$ cat config.mk
export PLATFORM = sky130hd
export DESIGN_NAME = bup_top
export DESIGN_NICKNAME = d
export VERILOG_FILES = /design/src/rtl/bup_pkg.sv /design/src/rtl/bup_uart.sv /design/src/rtl/bup_top.sv
export SDC_FILE = /design/constraint.sdc
export NUM_CORES = 1
export LEC_CHECK = 0
export BUFFER_PORTS_ARGS = -buffer_cell sky130_fd_sc_hd__buf_4
export CORE_MARGIN = 5
export CORE_UTILIZATION = 64
export CTS_CLUSTER_DIAMETER = 50
export CTS_CLUSTER_SIZE = 30
export DETAILED_ROUTE_END_ITERATION = 8
export MAX_ROUTING_LAYER = met4
export PLACE_DENSITY = 0.85
export REMOVE_ABC_BUFFERS = 1
export SKIP_LAST_GASP = 1
export SYNTH_ARGS = -nofsm -noshare
export SYNTH_HDL_FRONTEND = slang
export SYNTH_SLANG_ARGS = --single-unit
$ cat constraint.sdc
create_clock -name clk -period 6.7 [get_ports clk]
set_clock_uncertainty 0.05 [all_clocks]
set_input_delay 0.335 -clock clk [delete_from_list [all_inputs] [get_ports clk]]
set_output_delay 0.335 -clock clk [all_outputs]
set_load 0.01 [all_outputs]
$ cat src/rtl/bup_pkg.sv
// constants and types shared by the boot upload sequencer
package bup_pkg;
	// system clock
	localparam int unsigned CLK_HZ = 100_000_000;
	// debug serial link, 8 data bits, no parity, 1 stop
	localparam int unsigned BAUD = 115200;
	localparam int unsigned BAUD_DIV = (CLK_HZ + BAUD / 2) / BAUD;
	localparam int unsigned BAUD_W = 10;
	localparam int unsigned UART_BITS = 10;
	localparam logic [3:0] UART_STOP_IDX = 4'h9;
	// xmodem control characters
	localparam logic [7:0] XM_SOH = 8'h01;
	localparam logic [7:0] XM_EOT = 8'h04;
	localparam logic [7:0] XM_ACK = 8'h06;
	localparam logic [7:0] XM_NAK = 8'h15;
	localparam logic [7:0] XM_INVITE = 8'h43;
	localparam logic [7:0] XM_FIRST_BLK = 8'h01;
	// data bytes per block
	localparam int unsigned XM_DATA_LEN = 128;
	localparam int unsigned XM_IDX_W = 7;
	// crc-16 as used by xmodem-crc
	localparam logic [15:0] CRC_POLY = 16'h1021;
	localparam logic [15:0] CRC_INIT = 16'h0000;
	// memory map
	localparam logic [31:0] SRAM_BASE = 32'h0020_0000;
	localparam logic [31:0] ROM_BASE = 32'h0010_0000;
	localparam logic [11:0] REG_ZERO = 12'h000;
	localparam logic [11:0] REG_ROM = ROM_BASE[31:20];
	localparam logic [11:0] REG_SRAM = SRAM_BASE[31:20];
	// sram size and the part kept for boot working storage
	localparam int unsigned SRAM_BYTES = 16384;
	localparam int unsigned RESERVE_BYTES = 3 * 1024;
	localparam int unsigned IMAGE_LIMIT = SRAM_BYTES - RESERVE_BYTES;
	// boot pins driven for this long when nothing is found
	localparam int unsigned PROBE_TIME_US = 6000;
	localparam int unsigned PROBE_CYC = PROBE_TIME_US * (CLK_HZ / 1_000_000);
	// invite character repeated at this interval
	localparam int unsigned INVITE_TIME_MS = 1000;
	localparam int unsigned INVITE_CYC = INVITE_TIME_MS * (CLK_HZ / 1000);
	// parallel probe and peripheral reset lengths in cycles
	localparam logic [31:0] PAR_CYC = 32'h0000_0010;
	localparam logic [31:0] PERIPH_RST_CYC = 32'h0000_0010;
	// main sequence
	typedef enum logic [3:0] {
		ST_IDLE = 4'b0000,
		ST_PROBE_SPI = 4'b0001,
		ST_PROBE_TWI = 4'b0010,
		ST_PROBE_PAR = 4'b0011,
		ST_UPLOAD = 4'b0100,
		ST_PERIPH_RST = 4'b0101,
		ST_IRQ_OFF = 4'b0110,
		ST_FETCH = 4'b0111,
		ST_REMAP = 4'b1000,
		ST_JUMP = 4'b1001,
		ST_RUN = 4'b1010,
		ST_FOUND = 4'b1011
	} bup_state_t;
	// xmodem receiver
	typedef enum logic [3:0] {
		XS_INVITE = 4'b0000,
		XS_WAIT = 4'b0001,
		XS_BLK = 4'b0010,
		XS_NBLK = 4'b0011,
		XS_DATA = 4'b0100,
		XS_CRC1 = 4'b0101,
		XS_CRC2 = 4'b0110,
		XS_REPLY = 4'b0111,
		XS_DONE = 4'b1000
	} bup_xm_t;
	// firmware upgrade phases
	typedef enum logic [1:0] {
		DP_ENUM = 2'b00,
		DP_RECONF = 2'b01,
		DP_XFER = 2'b10,
		DP_MANIF = 2'b11
	} bup_dfu_t;
endpackage : bup_pkg

$ cat src/rtl/bup_uart.sv
// debug serial port, 8 data bits, no parity, 1 stop bit
`timescale 1ns/1ps
module bup_uart (
	input wire logic clk,
	input wire logic rst_b,
	input wire logic rxd,
	output logic txd,
	input wire logic tx_valid,
	input wire logic [7:0] tx_data,
	output logic tx_ready,
	output logic rx_valid,
	output logic [7:0] rx_data
);
	localparam int unsigned BAUD_W = bup_pkg::BAUD_W;
	localparam logic [BAUD_W-1:0] DIV_M1 =
		BAUD_W'(bup_pkg::BAUD_DIV - 1);
	localparam logic [BAUD_W-1:0] DIV_HALF =
		BAUD_W'(bup_pkg::BAUD_DIV / 2);
	logic rx_s1_q; // first sync stage
	logic rx_s2_q; // second sync stage
	logic rx_busy_q; // frame in progress
	logic [BAUD_W-1:0] rx_cnt_q; // bit timer
	logic [3:0] rx_bit_q; // bit index, 0 is start
	logic [7:0] rx_sh_q; // data shifter
	logic rx_tick; // one-cycle bit enable
	logic tx_busy_q; // frame in progress
	logic [BAUD_W-1:0] tx_cnt_q; // bit timer
	logic [3:0] tx_left_q; // bits still to send
	logic [9:0] tx_sh_q; // frame shifter
	logic tx_tick; // one-cycle bit enable

	// pin synchroniser
	always_ff @(posedge clk)
	begin
		rx_s1_q <= rxd;
		rx_s2_q <= rx_s1_q;
	end

	assign rx_tick = rx_busy_q && (rx_cnt_q == '0);

	// receive: start edge, then sample at bit centres
	always_ff @(posedge clk)
	begin
		rx_valid <= 1'b0;
		if (!rst_b)
		begin
			rx_busy_q <= 1'b0;
			rx_cnt_q <= '0;
			rx_bit_q <= '0;
			rx_sh_q <= '0;
			rx_data <= '0;
		end
		else if (!rx_busy_q)
		begin
			// idle, wait for falling start bit
			if (!rx_s2_q)
			begin
				rx_busy_q <= 1'b1;
				rx_cnt_q <= DIV_HALF;
				rx_bit_q <= '0;
			end
		end
		else if (rx_tick)
		begin
			rx_cnt_q <= DIV_M1;
			rx_bit_q <= rx_bit_q + 4'h1;
			if (rx_bit_q == '0 && rx_s2_q)
				rx_busy_q <= 1'b0; // glitch, not a start bit
			else if (rx_bit_q == bup_pkg::UART_STOP_IDX)
			begin
				rx_busy_q <= 1'b0;
				// framing error drops the byte
				if (rx_s2_q)
				begin
					rx_valid <= 1'b1;
					rx_data <= rx_sh_q;
				end
			end
			else if (rx_bit_q != '0)
				rx_sh_q <= {rx_s2_q, rx_sh_q[7:1]}; // lsb first
		end
		else
			rx_cnt_q <= rx_cnt_q - 1'b1;
	end

	assign tx_tick = tx_busy_q && (tx_cnt_q == '0);
	assign tx_ready = !tx_busy_q;

	// transmit: start, data lsb first, stop shifted out
	always_ff @(posedge clk)
	begin
		if (!rst_b)
		begin
			tx_busy_q <= 1'b0;
			tx_cnt_q <= '0;
			tx_left_q <= '0;
			tx_sh_q <= '1;
			txd <= 1'b1;
		end
		else if (!tx_busy_q)
		begin
			txd <= 1'b1;
			if (tx_valid)
			begin
				tx_busy_q <= 1'b1;
				tx_cnt_q <= DIV_M1;
				tx_left_q <= 4'(bup_pkg::UART_BITS - 1);
				tx_sh_q <= {1'b1, tx_data, 1'b0};
				txd <= 1'b0;
			end
		end
		else if (tx_tick)
		begin
			tx_cnt_q <= DIV_M1;
			if (tx_left_q == '0)
			begin
				tx_busy_q <= 1'b0;
				txd <= 1'b1;
			end
			else
			begin
				tx_left_q <= tx_left_q - 4'h1;
				tx_sh_q <= {1'b1, tx_sh_q[9:1]};
				txd <= tx_sh_q[1];
			end
		end
		else
			tx_cnt_q <= tx_cnt_q - 1'b1;
	end
endmodule : bup_uart

$ cat src/rtl/bup_top.sv
// boot upload sequencer: probe, serial or usb upload, remap and jump
`timescale 1ns/1ps
//
// Overview of operation
// no boot found: start serial and usb upload
// serial link 115200 baud, 8N1
// bytes stored in sram from 0x0020_0000
// host image below sram size minus 3K
// after upload: reset peripherals, irqs off, remap
// after remap sram at zero, rom high
// jump fetched before remap, executed right after
// invite transfer by sending C, 0x43
// block: soh, number, complement, 128 data, crc
// block number from 01, wraps ff to 00
// complement byte validates the block number
// two-byte crc-16 over data checked
// usb port waits for 48 MHz pll clock
// usb upgrade: enumerate, reconfigure, transfer, manifest
// image offset zero lands at sram zero
// two-wire eeprom answers at address zero
// parallel probe on chip select zero, 8-bit
// boot pins driven about 6 ms
// spi lines outputs; twi clock out, data bidirectional (code only reads twi data, its oe is held low)
// ack good block, nak bad, end on eot
module bup_top #(
	parameter int unsigned PROBE_CYC = bup_pkg::PROBE_CYC,
	parameter int unsigned INVITE_CYC = bup_pkg::INVITE_CYC
) (
	input wire logic clk,
	input wire logic rst_b,
	input wire logic boot_start,
	input wire logic probe_valid,
	output logic probe_found,
	output logic spi_mosi_o,
	output logic spi_mosi_oe,
	output logic spi_clk_o,
	output logic spi_clk_oe,
	output logic spi_chip_select_zero_o,
	output logic spi_chip_select_zero_oe,
	output logic two_wire_clock_line_o,
	output logic two_wire_clock_line_oe,
	input wire logic two_wire_data_line_i,
	output logic two_wire_data_line_o,
	output logic two_wire_data_line_oe,
	output logic twi_data_level_q,
	output logic external_chip_select_zero_b,
	output logic external_bus_width8,
	input wire logic debug_serial_port_rxd,
	output logic debug_serial_port_txd,
	output logic usb_clock_pll_en,
	input wire logic usb_clock_pll_lock,
	output logic usb_port_en,
	input wire logic usb_enumerated,
	input wire logic usb_upgrade_req,
	input wire logic usb_byte_valid,
	input wire logic [7:0] usb_byte,
	input wire logic usb_manifest,
	output logic [1:0] usb_phase,
	output logic sram_we,
	output logic [31:0] sram_addr,
	output logic [7:0] sram_wdata,
	output logic upload_overflow,
	output logic periph_reset,
	output logic irq_disable,
	output logic jump_fetch,
	output logic remap,
	output logic jump_exec,
	input wire logic [31:0] cpu_addr,
	output logic sel_sram,
	output logic sel_rom
);
	localparam logic [31:0] HALF_M1 = 32'(PROBE_CYC / 2 - 1);
	localparam logic [31:0] INV_M1 = 32'(INVITE_CYC - 1);
	localparam logic [31:0] LIMIT = 32'(bup_pkg::IMAGE_LIMIT);
	localparam int unsigned XM_IDX_W = bup_pkg::XM_IDX_W;
	localparam logic [XM_IDX_W-1:0] IDX_LAST =
		XM_IDX_W'(bup_pkg::XM_DATA_LEN - 1);
	localparam logic [31:0] BLK_BYTES = 32'(bup_pkg::XM_DATA_LEN);

	bup_pkg::bup_state_t st_q; // main sequence
	logic [31:0] tmr_q; // phase timer
	logic up_act; // uploader running
	logic up_done; // either upload complete
	logic sda_s1_q; // twi data sync stages
	logic sda_s2_q;
	logic lk_s1_q; // pll lock sync stages
	logic lk_s2_q;
	bup_pkg::bup_xm_t xs_q; // xmodem receiver
	logic [31:0] itmr_q; // invite repeat timer
	logic [7:0] blk_q; // received block number
	logic [7:0] nblk_q; // received complement
	logic [7:0] exp_q; // expected block number
	logic [7:0] crc_hi_q; // first crc byte
	logic [15:0] crc_q; // running crc
	logic [XM_IDX_W-1:0] idx_q; // data byte index
	logic [31:0] base_q; // image offset of block
	logic [7:0] reply_q; // ack or nak to send
	logic eot_q; // end seen, final ack pending
	logic started_q; // first header seen
	logic hdr_ok; // number and complement agree
	logic new_blk; // block is the expected one
	logic dup_blk; // repeat of the last block
	logic xm_wr; // serial byte to sram
	logic [31:0] xm_off; // its image offset
	logic usb_own_q; // usb path owns the sram
	logic [31:0] usb_cnt_q; // usb image offset
	logic usb_wr; // usb byte to sram
	bup_pkg::bup_dfu_t dp_q; // upgrade phase
	logic tx_valid; // uart handshake
	logic tx_ready;
	logic [7:0] tx_data;
	logic rx_valid;
	logic [7:0] rx_data;

	// crc-16 of one byte, msb first
	function automatic logic [15:0] bup_crc_byte(
		input logic [15:0] c,
		input logic [7:0] d
	);
		logic [15:0] r;
		r = c ^ {d, 8'h00};
		for (int i = 0; i < 8; i++)
			r = r[15] ? ((r << 1) ^ bup_pkg::CRC_POLY) : (r << 1);
		return r;
	endfunction : bup_crc_byte

	// pin synchronisers for twi data and usb pll lock
	always_ff @(posedge clk)
	begin
		sda_s1_q <= two_wire_data_line_i;
		sda_s2_q <= sda_s1_q;
		lk_s1_q <= usb_clock_pll_lock;
		lk_s2_q <= lk_s1_q;
	end

	// main boot sequence
	always_ff @(posedge clk)
	begin
		if (!rst_b)
		begin
			st_q <= bup_pkg::ST_IDLE;
			tmr_q <= '0;
		end
		else
		begin
			tmr_q <= tmr_q + 32'h0000_0001;
			case (st_q)
				bup_pkg::ST_IDLE:
				begin
					tmr_q <= '0;
					if (boot_start)
						st_q <= bup_pkg::ST_PROBE_SPI;
				end
				bup_pkg::ST_PROBE_SPI:
				begin
					// spi probe gets half of the drive window
					if (probe_valid)
						st_q <= bup_pkg::ST_FOUND;
					else if (tmr_q == HALF_M1)
					begin
						st_q <= bup_pkg::ST_PROBE_TWI;
						tmr_q <= '0;
					end
				end
				bup_pkg::ST_PROBE_TWI:
				begin
					if (probe_valid)
						st_q <= bup_pkg::ST_FOUND;
					else if (tmr_q == HALF_M1)
					begin
						st_q <= bup_pkg::ST_PROBE_PAR;
						tmr_q <= '0;
					end
				end
				bup_pkg::ST_PROBE_PAR:
				begin
					if (probe_valid)
						st_q <= bup_pkg::ST_FOUND;
					else if (tmr_q == bup_pkg::PAR_CYC - 32'h0000_0001)
						st_q <= bup_pkg::ST_UPLOAD;
				end
				bup_pkg::ST_UPLOAD:
				begin
					tmr_q <= '0;
					if (up_done)
						st_q <= bup_pkg::ST_PERIPH_RST;
				end
				bup_pkg::ST_PERIPH_RST:
				begin
					if (tmr_q == bup_pkg::PERIPH_RST_CYC - 32'h0000_0001)
						st_q <= bup_pkg::ST_IRQ_OFF;
				end
				bup_pkg::ST_IRQ_OFF: st_q <= bup_pkg::ST_FETCH;
				bup_pkg::ST_FETCH: st_q <= bup_pkg::ST_REMAP;
				bup_pkg::ST_REMAP: st_q <= bup_pkg::ST_JUMP;
				bup_pkg::ST_JUMP: st_q <= bup_pkg::ST_RUN;
				bup_pkg::ST_RUN: st_q <= bup_pkg::ST_RUN;
				bup_pkg::ST_FOUND: st_q <= bup_pkg::ST_FOUND;
				default: st_q <= bup_pkg::ST_IDLE;
			endcase
		end
	end

	// handover flags that stay set once reached
	always_ff @(posedge clk)
	begin
		if (!rst_b)
		begin
			irq_disable <= 1'b0;
			remap <= 1'b0;
		end
		else
		begin
			if (st_q == bup_pkg::ST_IRQ_OFF)
				irq_disable <= 1'b1;
			if (st_q == bup_pkg::ST_FETCH)
				remap <= 1'b1;
		end
	end

	assign up_act = (st_q == bup_pkg::ST_UPLOAD);
	assign up_done = (xs_q == bup_pkg::XS_DONE) ||
		(dp_q == bup_pkg::DP_MANIF);
	assign probe_found = (st_q == bup_pkg::ST_FOUND);
	assign periph_reset = (st_q == bup_pkg::ST_PERIPH_RST);
	assign jump_fetch = (st_q == bup_pkg::ST_FETCH);
	assign jump_exec = (st_q == bup_pkg::ST_JUMP);

	// probe pins, released outside their own probe
	assign spi_mosi_o = 1'b0;
	assign spi_clk_o = 1'b0;
	assign spi_chip_select_zero_o = 1'b0;
	assign spi_mosi_oe = (st_q == bup_pkg::ST_PROBE_SPI);
	assign spi_clk_oe = (st_q == bup_pkg::ST_PROBE_SPI);
	assign spi_chip_select_zero_oe =
		(st_q == bup_pkg::ST_PROBE_SPI);
	assign two_wire_clock_line_o = 1'b0;
	assign two_wire_clock_line_oe =
		(st_q == bup_pkg::ST_PROBE_TWI);
	assign two_wire_data_line_o = 1'b0;
	// open drain: data stays released so the eeprom can answer
	assign two_wire_data_line_oe = 1'b0;
	assign external_chip_select_zero_b =
		!(st_q == bup_pkg::ST_PROBE_PAR);
	assign external_bus_width8 = (st_q == bup_pkg::ST_PROBE_PAR);

	// twi data level seen during the eeprom probe
	always_ff @(posedge clk)
	begin
		if (!rst_b)
			twi_data_level_q <= 1'b1;
		else if (st_q == bup_pkg::ST_PROBE_TWI)
			twi_data_level_q <= sda_s2_q;
	end

	// usb pll runs from boot start, port waits for lock
	assign usb_clock_pll_en = (st_q != bup_pkg::ST_IDLE);
	assign usb_port_en = up_act && lk_s2_q;
	assign usb_phase = dp_q;

	// firmware upgrade phase tracking
	always_ff @(posedge clk)
	begin
		if (!rst_b)
			dp_q <= bup_pkg::DP_ENUM;
		else if (usb_port_en)
		begin
			case (dp_q)
				bup_pkg::DP_ENUM:
					if (usb_enumerated)
						dp_q <= bup_pkg::DP_RECONF;
				bup_pkg::DP_RECONF:
					if (usb_upgrade_req)
						dp_q <= bup_pkg::DP_XFER;
				bup_pkg::DP_XFER:
					if (usb_manifest && usb_own_q)
						dp_q <= bup_pkg::DP_MANIF;
				bup_pkg::DP_MANIF: dp_q <= bup_pkg::DP_MANIF;
				default: dp_q <= bup_pkg::DP_ENUM;
			endcase
		end
	end

	// usb takes the sram only if serial has not started
	always_ff @(posedge clk)
	begin
		if (!rst_b)
		begin
			usb_own_q <= 1'b0;
			usb_cnt_q <= '0;
		end
		else
		begin
			if (dp_q == bup_pkg::DP_XFER && !started_q)
				usb_own_q <= 1'b1;
			if (usb_wr)
				usb_cnt_q <= usb_cnt_q + 32'h0000_0001;
		end
	end

	assign usb_wr = usb_port_en && usb_own_q && usb_byte_valid &&
		(dp_q == bup_pkg::DP_XFER) && (usb_cnt_q < LIMIT);

	bup_uart u_uart (
		.clk(clk),
		.rst_b(rst_b),
		.rxd(debug_serial_port_rxd),
		.txd(debug_serial_port_txd),
		.tx_valid(tx_valid),
		.tx_data(tx_data),
		.tx_ready(tx_ready),
		.rx_valid(rx_valid),
		.rx_data(rx_data)
	);

	assign tx_valid = up_act && !usb_own_q &&
		(xs_q == bup_pkg::XS_INVITE || xs_q == bup_pkg::XS_REPLY);
	assign tx_data = (xs_q == bup_pkg::XS_INVITE) ?
		bup_pkg::XM_INVITE : reply_q;
	assign hdr_ok = (nblk_q == ~blk_q);
	assign new_blk = (blk_q == exp_q);
	assign dup_blk = (blk_q == exp_q - 8'h01);
	assign xm_off = base_q + {{(32 - XM_IDX_W){1'b0}}, idx_q};
	assign xm_wr = (xs_q == bup_pkg::XS_DATA) && rx_valid && hdr_ok &&
		new_blk && !usb_own_q && (xm_off < LIMIT);

	// xmodem-crc receiver
	always_ff @(posedge clk)
	begin
		if (!rst_b)
		begin
			xs_q <= bup_pkg::XS_INVITE;
			itmr_q <= '0;
			blk_q <= '0;
			nblk_q <= '0;
			exp_q <= bup_pkg::XM_FIRST_BLK;
			crc_hi_q <= '0;
			crc_q <= bup_pkg::CRC_INIT;
			idx_q <= '0;
			base_q <= '0;
			reply_q <= bup_pkg::XM_NAK;
			eot_q <= 1'b0;
			started_q <= 1'b0;
		end
		else if (up_act && !usb_own_q)
		begin
			case (xs_q)
				bup_pkg::XS_INVITE:
				begin
					itmr_q <= '0;
					if (tx_ready)
						xs_q <= bup_pkg::XS_WAIT;
				end
				bup_pkg::XS_WAIT:
				begin
					itmr_q <= itmr_q + 32'h0000_0001;
					if (rx_valid && rx_data == bup_pkg::XM_SOH)
					begin
						started_q <= 1'b1;
						xs_q <= bup_pkg::XS_BLK;
					end
					else if (rx_valid && rx_data == bup_pkg::XM_EOT &&
						started_q)
					begin
						eot_q <= 1'b1;
						reply_q <= bup_pkg::XM_ACK;
						xs_q <= bup_pkg::XS_REPLY;
					end
					else if (!started_q && itmr_q == INV_M1)
						xs_q <= bup_pkg::XS_INVITE; // repeat invite
				end
				bup_pkg::XS_BLK:
					if (rx_valid)
					begin
						blk_q <= rx_data;
						xs_q <= bup_pkg::XS_NBLK;
					end
				bup_pkg::XS_NBLK:
					if (rx_valid)
					begin
						nblk_q <= rx_data;
						crc_q <= bup_pkg::CRC_INIT;
						idx_q <= '0;
						xs_q <= bup_pkg::XS_DATA;
					end
				bup_pkg::XS_DATA:
					if (rx_valid)
					begin
						crc_q <= bup_crc_byte(crc_q, rx_data);
						idx_q <= idx_q + 1'b1;
						if (idx_q == IDX_LAST)
							xs_q <= bup_pkg::XS_CRC1;
					end
				bup_pkg::XS_CRC1:
					if (rx_valid)
					begin
						crc_hi_q <= rx_data;
						xs_q <= bup_pkg::XS_CRC2;
					end
				bup_pkg::XS_CRC2:
					if (rx_valid)
					begin
						xs_q <= bup_pkg::XS_REPLY;
						reply_q <= bup_pkg::XM_NAK;
						if (hdr_ok && crc_q == {crc_hi_q, rx_data})
						begin
							if (new_blk)
							begin
								reply_q <= bup_pkg::XM_ACK;
								exp_q <= exp_q + 8'h01;
								base_q <= base_q + BLK_BYTES;
							end
							else if (dup_blk)
								reply_q <= bup_pkg::XM_ACK;
						end
					end
				bup_pkg::XS_REPLY:
					if (tx_ready)
						xs_q <= eot_q ? bup_pkg::XS_DONE :
							bup_pkg::XS_WAIT;
				bup_pkg::XS_DONE: xs_q <= bup_pkg::XS_DONE;
				default: xs_q <= bup_pkg::XS_INVITE;
			endcase
		end
	end

	// single sram write port shared by both upload paths
	always_ff @(posedge clk)
	begin
		if (!rst_b)
		begin
			sram_we <= 1'b0;
			sram_addr <= bup_pkg::SRAM_BASE;
			sram_wdata <= '0;
			upload_overflow <= 1'b0;
		end
		else
		begin
			sram_we <= xm_wr || usb_wr;
			if (xm_wr)
			begin
				sram_addr <= bup_pkg::SRAM_BASE + xm_off;
				sram_wdata <= rx_data;
			end
			else if (usb_wr)
			begin
				sram_addr <= bup_pkg::SRAM_BASE + usb_cnt_q;
				sram_wdata <= usb_byte;
			end
			// image too large for the free sram
			if ((xs_q == bup_pkg::XS_DATA && rx_valid && new_blk &&
				xm_off >= LIMIT) || (usb_byte_valid && usb_own_q &&
				dp_q == bup_pkg::DP_XFER && usb_cnt_q >= LIMIT))
				upload_overflow <= 1'b1;
		end
	end

	// address decode, swapped at zero by the remap
	always_comb
	begin
		sel_sram = 1'b0;
		sel_rom = 1'b0;
		case (cpu_addr[31:20])
			bup_pkg::REG_ZERO:
			begin
				sel_sram = remap;
				sel_rom = !remap;
			end
			bup_pkg::REG_ROM: sel_rom = 1'b1;
			bup_pkg::REG_SRAM: sel_sram = !remap;
			default:
			begin
				sel_sram = 1'b0;
				sel_rom = 1'b0;
			end
		endcase
	end
endmodule : bup_top

; ---- Word level (Yosys, flattened, before mapping)
; Index checks and enable logic that the tools add are counted.
[op_classes]
n_eq_ne = 59
n_mux = 90
reduce_logical = 70
addsub = 14
n_bitwise = 16
n_lt_le_gt_ge = 4
[ops]
columns = cell, count
row1 = $mux W32, 4
row2 = $pmux W32 S2, 2
row3 = $mux W4, 28
row4 = $mux W13, 8
row5 = $mux W10, 10
row6 = $add A32 B1 Y32 const B, 3
row7 = $add A22 B32 Y32 const A, 2
row8 = $ge A32 B14 Y1 const B, 2
row9 = $lt A32 B14 Y1 const B, 2
row10 = $mux W8, 6
row11 = $pmux W4 S11, 1
row12 = $pmux W4 S9, 1
row13 = $add A32 B7 Y32, 1
row14 = $add A32 B8 Y32 const B, 1
row15 = $eq A32 B19 Y1 const B, 1
row16 = $eq A32 B27 Y1 const B, 1
row17 = $eq A32 B4 Y1 const B, 1
row18 = $eq A4 B3 Y1 const B, 8
row19 = $mux W16, 2
row20 = $pmux W16 S2, 1
row21 = $logic_and A1 B1 Y1, 27
row22 = $ne A2 B2 Y1 const B, 13
row23 = $eq A4 B4 Y1 const B, 6
row24 = $eq A8 B8 Y1, 3
row25 = other kinds (47), 119
[totals]
regBits = 313
input_bits = 51

; ---- Longest topological paths before layout
; Gate-level depths: netlist of the first run.
[logic_depth]
ltp_word = 19
depth_mapped = 10

; ---- Modules after synthesis
; A second synthesis of the first run with hierarchy kept.
[hier_totals]
cells_unflattened = 1646
hier_area_um2 = 13929.6
[modules_own_cells]
columns = module, area_each_um2, n_inst, cells_per_inst
row1 = bup_top, 11219.5, 1, 1352
row2 = bup_uart, 2710.1, 1, 294

; ---- Worst setup path after synthesis of the first run
; Ideal clock, no wire load.
[synth_path]
kind = register to register
from = register xs_q[3]
to = register sram_addr[22]
stages_incl_launch_ff = 11
n_path_buf = 2
required_time_ps = 6580
path_slack_ps = 4077
t_arrival_ps = 2503
path_cell_list = dfxtp_1 buf_2 or4b_2 nor2_1 nand3_1 nand4b_1 clkbuf_1 and2_1 ha_1 a21bo_2 a21oi_1
[synth_via]
elab_chain_cells = 7
elab_cells_between_ends = 8
cone_classes = eq/ne (1) / mux (1) / reduce/logical (6)
[synth_lines]
columns = item, line_no
row1 = from (decl), bup_top.sv:88  ; bup_pkg::bup_xm_t xs_q;
row2 = from (signal assigned), bup_top.sv:332  ; xs_q <= bup_pkg::XS_INVITE;
row3 = from (signal assigned), bup_top.sv:352  ; xs_q <= bup_pkg::XS_WAIT;
row4 = from (signal assigned), bup_top.sv:360  ; xs_q <= bup_pkg::XS_BLK;
row5 = $eq A4 B3 Y1 (*), bup_top.sv:324  ; assign xm_wr = (xs_q == bup_pkg::XS_DATA) && rx_valid && hdr_ok &&
row6 = $logic_and A1 B1 Y1 (*) (3 in series), bup_top.sv:324
row7 = $logic_and A1 B1 Y1 (*) (2 in series), bup_top.sv:325  ; new_blk && !usb_own_q && (xm_off < LIMIT);
row8 = $mux W32 or $reduce_bool A2 Y1 (tied branches), n/a
row9 = to (signal assigned), bup_top.sv:433  ; sram_addr <= bup_pkg::SRAM_BASE;
row10 = to (signal assigned), bup_top.sv:442  ; sram_addr <= bup_pkg::SRAM_BASE + xm_off;
row11 = to (signal assigned), bup_top.sv:447  ; sram_addr <= bup_pkg::SRAM_BASE + usb_cnt_q;
row12 = to (decl), bup_top.sv:60  ; output logic [31:0] sram_addr,
; Every way passes the cells marked *; elsewhere a longest branch is shown, timed or not.
; A chain may end at the register's enable or synchronous reset.

; ---- Worst setup path in the final report of the first run
[layout_path]
from = register exp_q[4]
to = register base_q[27]
[layout_via]
elab_chain_cells = 2
[layout_lines]
columns = item, line_no
row1 = from (decl), bup_top.sv:92  ; logic [7:0] exp_q;
row2 = from (signal assigned), bup_top.sv:336  ; exp_q <= bup_pkg::XM_FIRST_BLK;
row3 = from (signal assigned), bup_top.sv:410  ; exp_q <= exp_q + 8'h01;
row4 = $eq A8 B8 Y1, bup_top.sv:321  ; assign new_blk = (blk_q == exp_q);
row5 = $reduce_and A5 Y1 (no line), n/a
row6 = to (signal assigned), bup_top.sv:411  ; base_q <= base_q + BLK_BYTES;
row7 = to (decl), bup_top.sv:96  ; logic [31:0] base_q;
; Every way passes these cells.

==> results of run 1 <==
[registers in the layout, indices dropped and copies added, names as in the netlist, 10 cells and up]
signal	cells
itmr_q	32
sram_addr	32
tmr_q	32
usb_cnt_q	32
base_q	25
crc_q	16
u_uart.rx_cnt_q	10
u_uart.tx_cnt_q	10
[layout make-up]
cell class              instances  area share [%]
inverters                      40           0.989
clock inverters                23            2.34
repair buffers                 99            4.88
well taps                     275            2.23
flip-flops and latches        298            38.6
multi-input cells            1145            46.5
clock buffers                  27            4.38
[kinds of logic (layout without fill, tap and decap cells)]
kind of cell | Yosys count | in the layout
mux | 69 | 69
other cells | 1 | 6
fa+ha+maj | 17 | 17
buf+inv | 132 | 189
compound gates | 232 | 232
flops | 298 | 298
simple gates | 685 | 685
xor+xnor | 136 | 136
[what timing repair did]
item / in CTS / in global routing
hold buffers: 4 / 0
endpoints found under the hold margin: 4 / 0
gates resized for setup: 0 / 0
[worst min-delay path by stage]
stage	from	endpoint	slack (ns)	cells past startpoint
detailed placement	u_uart.rx_s1_q$_DFF_P_	u_uart.rx_s2_q$_DFF_P_	0.27	0
floorplan	lk_s1_q$_DFF_P_	lk_s2_q$_DFF_P_	0.26	0
global placement	u_uart.rx_s1_q$_DFF_P_	u_uart.rx_s2_q$_DFF_P_	0.26	0
finish	usb_byte[3]	sram_wdata[3]$_SDFFE_PN0P_	0.08	3
global route	usb_byte[3]	sram_wdata[3]$_SDFFE_PN0P_	0.07	3
CTS	usb_byte[3]	sram_wdata[3]$_SDFFE_PN0P_	0.06	3
[worst min-delay path, stage by stage]
cell and delay (ns):
buf_4 0.11, mux2i_1 0.12, a211oi_1 0.08
[through the flow]
stage          total power [mW]  hold WS [ns]  instance area, sq um  util, %
6_report                   3.87        0.0806                 15400     73.4
5_1_grt                    4.03        0.0739                 15400     73.4
4_1_cts                    3.90        0.0642                 15400     73.4
3_5_place_dp               2.19         0.266                 14400     68.3
3_3_place_gp               2.18         0.261                 14400     68.3
2_1_floorplan              2.07         0.260                 13300        -
[synth_stat cells, types with 6 or more instances]
master and n:
and2_1 43, nand2b_1 14, inv_1 39, nand3_1 63
xnor2_1 61, xor2_1 75, and3_1 15, nor4_1 31
nand4_1 36, nor2_1 224, nand2_1 107, a31oi_1 8
nand3b_1 7, or4_1 16, a211oi_1 24, nor3b_1 6
a21oi_1 78, ha_1 17, dfxtp_1 298, or3_1 33
o31ai_1 11, nor2b_1 8, o21ai_0 41, a22oi_1 18
and4_1 16, buf_4 9, mux2i_1 69, nor3_1 29
clkbuf_1 71, a221oi_1 6
[routing by layer]
metal	track usage (%)	share of wire [%]
met5	-	0
met4	7.60	3.0
met3	3.25	4.8
met2	39.9	48
met1	32.0	44
[power groups by stage]
stage | clock network [mW] | registers, mW | logic, mW
floorplan | 0 | 1.88 | 0.189
global placement | 0 | 1.89 | 0.287
detailed placement | 0 | 1.90 | 0.293
CTS | 1.75 | 1.86 | 0.297
global route | 1.83 | 1.86 | 0.332
finish | 1.72 | 1.86 | 0.295
==> flow_metrics.py, run 1 <==
metrics = {
    "route": {
        "drc": 0,
        "num_vias": 11200,
        "routed_wl_mm": 29.9,
        "viasPerCell": 5.90,
        "dr.pass1.iters": 5,
        "ant_nets": 0,
        "post_drt_wl_per_cell_microns": 15.7,
        "drt_iter0_drc": 836,
    },
    "setup_path": {
        "reg2reg_depth": 6,
        "cp_cell_sequence": "xor2_1 > nor4_1 > and4_1 > nand4_2 > or4_1 > a21oi_1",
        "cp_max_fo": 23,
        "path_buf_inv": 0,
        "rr_endpoint": "base_q[27]$_SDFFE_PN0P_",
        "crit-reg2reg-launch": "exp_q[4]$_SDFFE_PN0P_",
        "crit_slowest_cell": "or4_1",
        "crit_path_max_incr_delay_ns": 0.69,
        "critPathTopFamily": "simple AND/OR/NAND/NOR gates",
        "worst_setup_path_end_kind": "flop",
        "crit_start": "exp_q[4]$_SDFFE_PN0P_",
        "required_ns": 7.12,
        "cp-start-kind": "flop",
        "endpoint": "base_q[27]$_SDFFE_PN0P_",
        "crit_arrival_ns": 3.93,
        "reg2reg_slack_ns": 3.19,
        "cp.depth": 6,
        "crit_type": "flop to flop",
    },
    "floorplanning": {
        "core_area_sq_um": 21000,
        "die_x_microns": 156,
        "start_util_pct": 65.0,
        "rows": 53,
        "io-pin-count": 119,
        "die_h_microns": 156,
        "die_area_sq_um": 24400,
    },
    "finish": {
        "drive_gt1_share_pct": 11.0,
        "layout_common_cells": "dfxtp_1, nor2_1, nand2_1",
        "layout.nets": 1679,
        "final_common_cell": "dfxtp_1",
        "stdcell_count": 1907,
        "seq_area_sq_um": 5970,
        "n_fill_cell": 1523,
        "multiInputGateArea_sq_um": 7190,
        "syn_to_final_growth_pct": 12.9,
        "antenna_cells": 0,
    },
    "yosys": {
        "syn-instance-count": 1570,
        "synth_xor_area_share_pct": 8.71,
        "synth-compound-area-share_pct": 10.8,
        "yosysWarnings": 0,
        "synth_top_family_by_area": "simple AND/OR/NAND/NOR gates",
        "synthAdderAreaFrac_pct": 1.56,
        "synth_top_area_share_pct": 43.6,
        "ys_types": 78,
        "yosysSeqAreaShare_pct": 43.6,
        "synth.avg_cell_area_sq_um": 8.71,
        "async_reset_ff_share_pct": 0,
        "synth_simple_gate_area_share_pct": 26.1,
        "synthFlopType": "dfxtp_1",
        "synth_top_area_cell": "dfxtp_1",
        "synth-edff-count": 0,
        "synth_area_sq_um": 13700,
        "muxShareOfSynthArea_pct": 5.05,
        "synthTopCellsByArea": "dfxtp_1, nor2_1, mux2i_1, xor2_1, xnor2_1",
        "synth-seq-cells": 298,
    },
    "sta": {
        "setup_tns_ns": 0,
        "tightest_slew_ns": 1.23,
        "rsz0062_at_grt": "false",
        "period_minus_slack_ns": 3.51,
        "maxSlewViolCount": 0,
        "max_slew_margin_pct": 17.9,
        "finalCritPeriodShare_pct": 52.4,
        "finalSetupViolCount": 0,
        "max_freq_ghz": 0.285,
        "hold_viol": 0,
        "setup_slack_ns": 3.19,
    },
    "placed_design": {
        "dp_hpwl_mm": 19.8,
        "dp_worst_setup_slack_ns": 3.31,
        "place_inst": 1853,
        "place.gp.congestion": 0.849,
        "io_buffers": 92,
    },
    "status": {
        "status": "finished clean",
    },
    "pwr": {
        "power_frac_clock_pct": 44.5,
        "p_comb_share_pct": 7.6,
        "p_per_area_nw_per_um2": 251,
        "p_int_mw": 2.79,
        "switching_power_mw": 1.08,
        "pwr-share-seq_pct": 47.9,
        "switching_share_pct": 27.9,
        "p_leak_nw": 6.17,
        "ir_drop_v": 0.000260,
    },
    "clock_network": {
        "clock_latency_ns": 0.56,
        "clk_pin_slew_ns": 0.08,
        "cts_setup_buffers": 0,
        "clockRootBuffer": "clkbuf_16",
        "numCtsBuffers": 27,
        "cts_max_path_buffers": 3,
        "numClockSinks": 298,
        "cts_tree": "built",
        "h-tree-depth": 1,
    },
    "global_route": {
        "grt-ovfl-total": 0,
        "grt_max_degree": 99,
        "first_global_vias": 10500,
        "grt_antenna_before_repair": 0,
        "grt_pass1_wl_mm": 50.0,
        "grt_use_total_pct": 24.5,
    },
    "job": {
        "max-cap-violations": 0,
    },
    "min_path": {
        "hold_path.class": "primary input to flop",
    },
}
Note: power is estimated with default switching activity, not from simulation.
==> inputs of run 2 (changes only) <==
--- a/config.mk
+++ b/config.mk
@@ -5,14 +5,15 @@
 export SDC_FILE = /design/constraint.sdc
 export NUM_CORES = 1
 export LEC_CHECK = 0
+export ABC_AREA = 1
 export BUFFER_PORTS_ARGS = -buffer_cell sky130_fd_sc_hd__buf_4
 export CORE_MARGIN = 5
-export CORE_UTILIZATION = 64
+export CORE_UTILIZATION = 61
 export CTS_CLUSTER_DIAMETER = 50
 export CTS_CLUSTER_SIZE = 30
 export DETAILED_ROUTE_END_ITERATION = 8
 export MAX_ROUTING_LAYER = met4
-export PLACE_DENSITY = 0.85
+export PLACE_DENSITY = 0.81
 export REMOVE_ABC_BUFFERS = 1
 export SKIP_LAST_GASP = 1
 export SYNTH_ARGS = -nofsm -noshare
==> constraint.sdc (replaced) <==
create_clock -name clk -period 3.3 [get_ports clk]
set_clock_uncertainty 0.05 [all_clocks]
set_input_delay 0.165 -clock clk [delete_from_list [all_inputs] [get_ports clk]]
set_output_delay 0.165 -clock clk [all_outputs]
set_load 0.01 [all_outputs]
==> flow_metrics.py, run 2 <==
metrics = {
    "setup_path": {
        "crit_start": "exp_q[3]$_SDFFE_PN0P_",
        "crit_type": "flop to flop",
        "path_buf_inv": 0,
        "cp_max_fo": 13,
        "worst_setup_path_end_kind": "flop",
        "crit_top_cell": "nand2_1",
        "critPathTopFamily": "simple AND/OR/NAND/NOR gates",
        "required_ns": 3.67,
        "crit_slowest_cell": "nand3_1",
        "crit_path_max_incr_delay_ns": 0.46,
        "crit-reg2reg-launch": "exp_q[3]$_SDFFE_PN0P_",
        "cp-start-kind": "flop",
        "cp_cell_sequence": "xnor2_1 > nand2_1 > nor2_2 > nand2_1 > nor2_2 > nand3_1 > nand2_1 > a21oi_1",
        "crit_arrival_ns": 2.81,
    },
    "sta": {
        "maxSlewViolCount": 0,
        "rsz0062_at_grt": "false",
        "setup_tns_ns": 0,
        "period_minus_slack_ns": 2.44,
        "hold_viol": 0,
        "finalCritPeriodShare_pct": 74.1,
        "max_freq_ghz": 0.409,
        "finalSetupViolCount": 0,
        "tightest_slew_ns": 0.779,
        "max_slew_margin_pct": 48.0,
    },
    "floorplanning": {
        "rows": 58,
        "die_h_microns": 169,
        "die_area_sq_um": 28400,
        "die_x_microns": 169,
        "start_util_pct": 61.4,
        "core_area_sq_um": 25000,
        "io-pin-count": 119,
    },
    "placed_design": {
        "place.gp.congestion": 0.963,
        "io_buffers": 92,
        "place_inst": 2657,
        "dp_hpwl_mm": 26.8,
    },
    "clock_network": {
        "numClockSinks": 298,
        "clockRootBuffer": "clkbuf_16",
        "clock_latency_ns": 0.57,
        "clk_pin_slew_ns": 0.07,
        "cts_tree": "built",
        "cts_max_path_buffers": 3,
        "cts_setup_buffers": 0,
        "h-tree-depth": 1,
        "numCtsBuffers": 30,
    },
    "global_route": {
        "first_global_vias": 13800,
        "grt_use_total_pct": 26.6,
        "grt_pass1_wl_mm": 63.7,
        "grt_max_degree": 66,
        "grt_antenna_before_repair": 0,
        "grt-ovfl-total": 0,
    },
    "yosys": {
        "synth-edff-count": 0,
        "synthTopCellsByArea": "dfxtp_1, nand2_1, inv_1, nor2_1, a21oi_1",
        "yosysSeqAreaShare_pct": 38.9,
        "synth.avg_cell_area_sq_um": 6.69,
        "synth_area_sq_um": 15300,
        "yosysWarnings": 0,
        "synthFlopType": "dfxtp_1",
        "synth-seq-cells": 298,
        "syn-instance-count": 2292,
        "yosys-top-cells-count": "nand2_1, dfxtp_1, inv_1",
        "ys_types": 57,
        "synth_top_area_cell": "dfxtp_1",
        "yosysMostFrequentCell": "nand2_1",
        "async_reset_ff_share_pct": 0,
        "synth_top_area_share_pct": 38.9,
    },
    "finish": {
        "antenna_cells": 0,
        "fin_util_pct": 69.5,
        "layout_common_cells": "nand2_1, dfxtp_1, inv_1",
        "syn_to_final_growth_pct": 13.3,
        "drive_gt1_share_pct": 9.35,
        "layout.nets": 2439,
        "stdcell_count": 2725,
        "final_common_cell": "nand2_1",
        "n_fill_cell": 2180,
    },
    "pwr": {
        "p_leak_nw": 7.20,
        "ir_drop_v": 0.000482,
        "p_per_area_nw_per_um2": 501,
    },
    "route": {
        "drt_iter0_drc": 1087,
        "post_drt_wl_per_cell_microns": 13.6,
        "met3WireLength_mm": 2.19,
        "drc": 0,
        "routed_wl_mm": 36.9,
        "wl_met2_mm": 17.0,
        "top_layer": "met4",
        "num_vias": 14700,
        "wl_met1_mm": 17.0,
        "ant_nets": 0,
        "viasPerCell": 5.38,
        "dr.pass1.iters": 5,
    },
    "status": {
        "status": "finished clean",
    },
    "job": {
        "max-cap-violations": 0,
    },
    "min_path": {
        "hold_start": "usb_manifest",
        "hold_path.class": "primary input to flop",
    },
}
## run 2: cell count changes in the layout (fill, tap and decap cells not counted), moves of 66 or more
cell	delta
o21ai_0	+84
nand2_1	+441
inv_1	+254
nor2_1	+66
a21oi_1	+110
mux2i_1	-69
## run 2: final cells by class
type                    count  area (sq um)  area share, %
well taps                 330           413           2.38
clock inverters            26           323           1.86
flip-flops and latches    298          5970           34.4
inverters                 315          1180           6.83
multi-input cells        1611          7830           45.1
clock buffers              30           751           4.33
repair buffers            115           893           5.15
## run 2: worst reg2reg max path, cell delays in order (launching register included)
cell and delay, ns:
dfxtp_1 0.37, xnor2_1 0.27, nand2_1 0.10, nor2_2 0.19
nand2_1 0.17, nor2_2 0.41, nand3_1 0.46, nand2_1 0.20
a21oi_1 0.08
## run 2: power by group
group | switching, mW | internal (mW)
Combinational | 0.873 | 0.437
Clock | 1.71 | 1.81
Sequential | 0.118 | 3.74
Total | 2.70 | 5.98
## run 2: stage by stage
step           worst slack [ns]  cell area (sq um)  power (mW)  hold slack [ns]
2_1_floorplan             0.746              15000        4.82            0.143
3_3_place_gp              0.948              16200        5.17            0.220
3_5_place_dp              0.931              16200        5.22            0.222
4_1_cts                   0.899              17400        8.75           0.0164
5_1_grt                   0.636              17400        9.14            0.100
6_report                  0.855              17400        8.69           0.0386
## run 2: cell families after synthesis
kind of cell | count (synthesis) | synth area share (%)
adder cells (fa/ha/maj) | 17 | 1.39
flip-flops | 298 | 38.9
other | 1 | 0.0245
AND/OR/NAND/NOR | 1162 | 33.1
XOR/XNOR | 75 | 4.29
AO/OA/AOI/OAI | 351 | 12.1
buffers and inverters | 388 | 10.1
## run 2: routing by layer
layer  GRT usage, %  vias to the layer above
met1           35.0                     6673
met3           3.55                       70
li1               -                     7522
met4           7.06                        0
met5              -                        -
met2           43.4                      402
## run 2: path summary, 6_finish.rpt
check / endpoint / cells past startpoint / slack, ns
worst max-delay path: base_q[16]$_SDFFE_PN0P_ / 8 / 0.86
worst min-delay path: usb_phase[1]$_SDFFE_PN0P_ / 5 / 0.04
worst max register to register: base_q[16]$_SDFFE_PN0P_ / 8 / 0.86
worst min register to register: sda_s2_q$_DFF_P_ / 0 / 0.28
## run 2: what timing repair did
action                                  in CTS  in global routing
hold endpoints to repair                    20                  0
hold buffers                                12                  0
gates resized for setup                      0                  0
endpoints found under the setup margin       0                  0
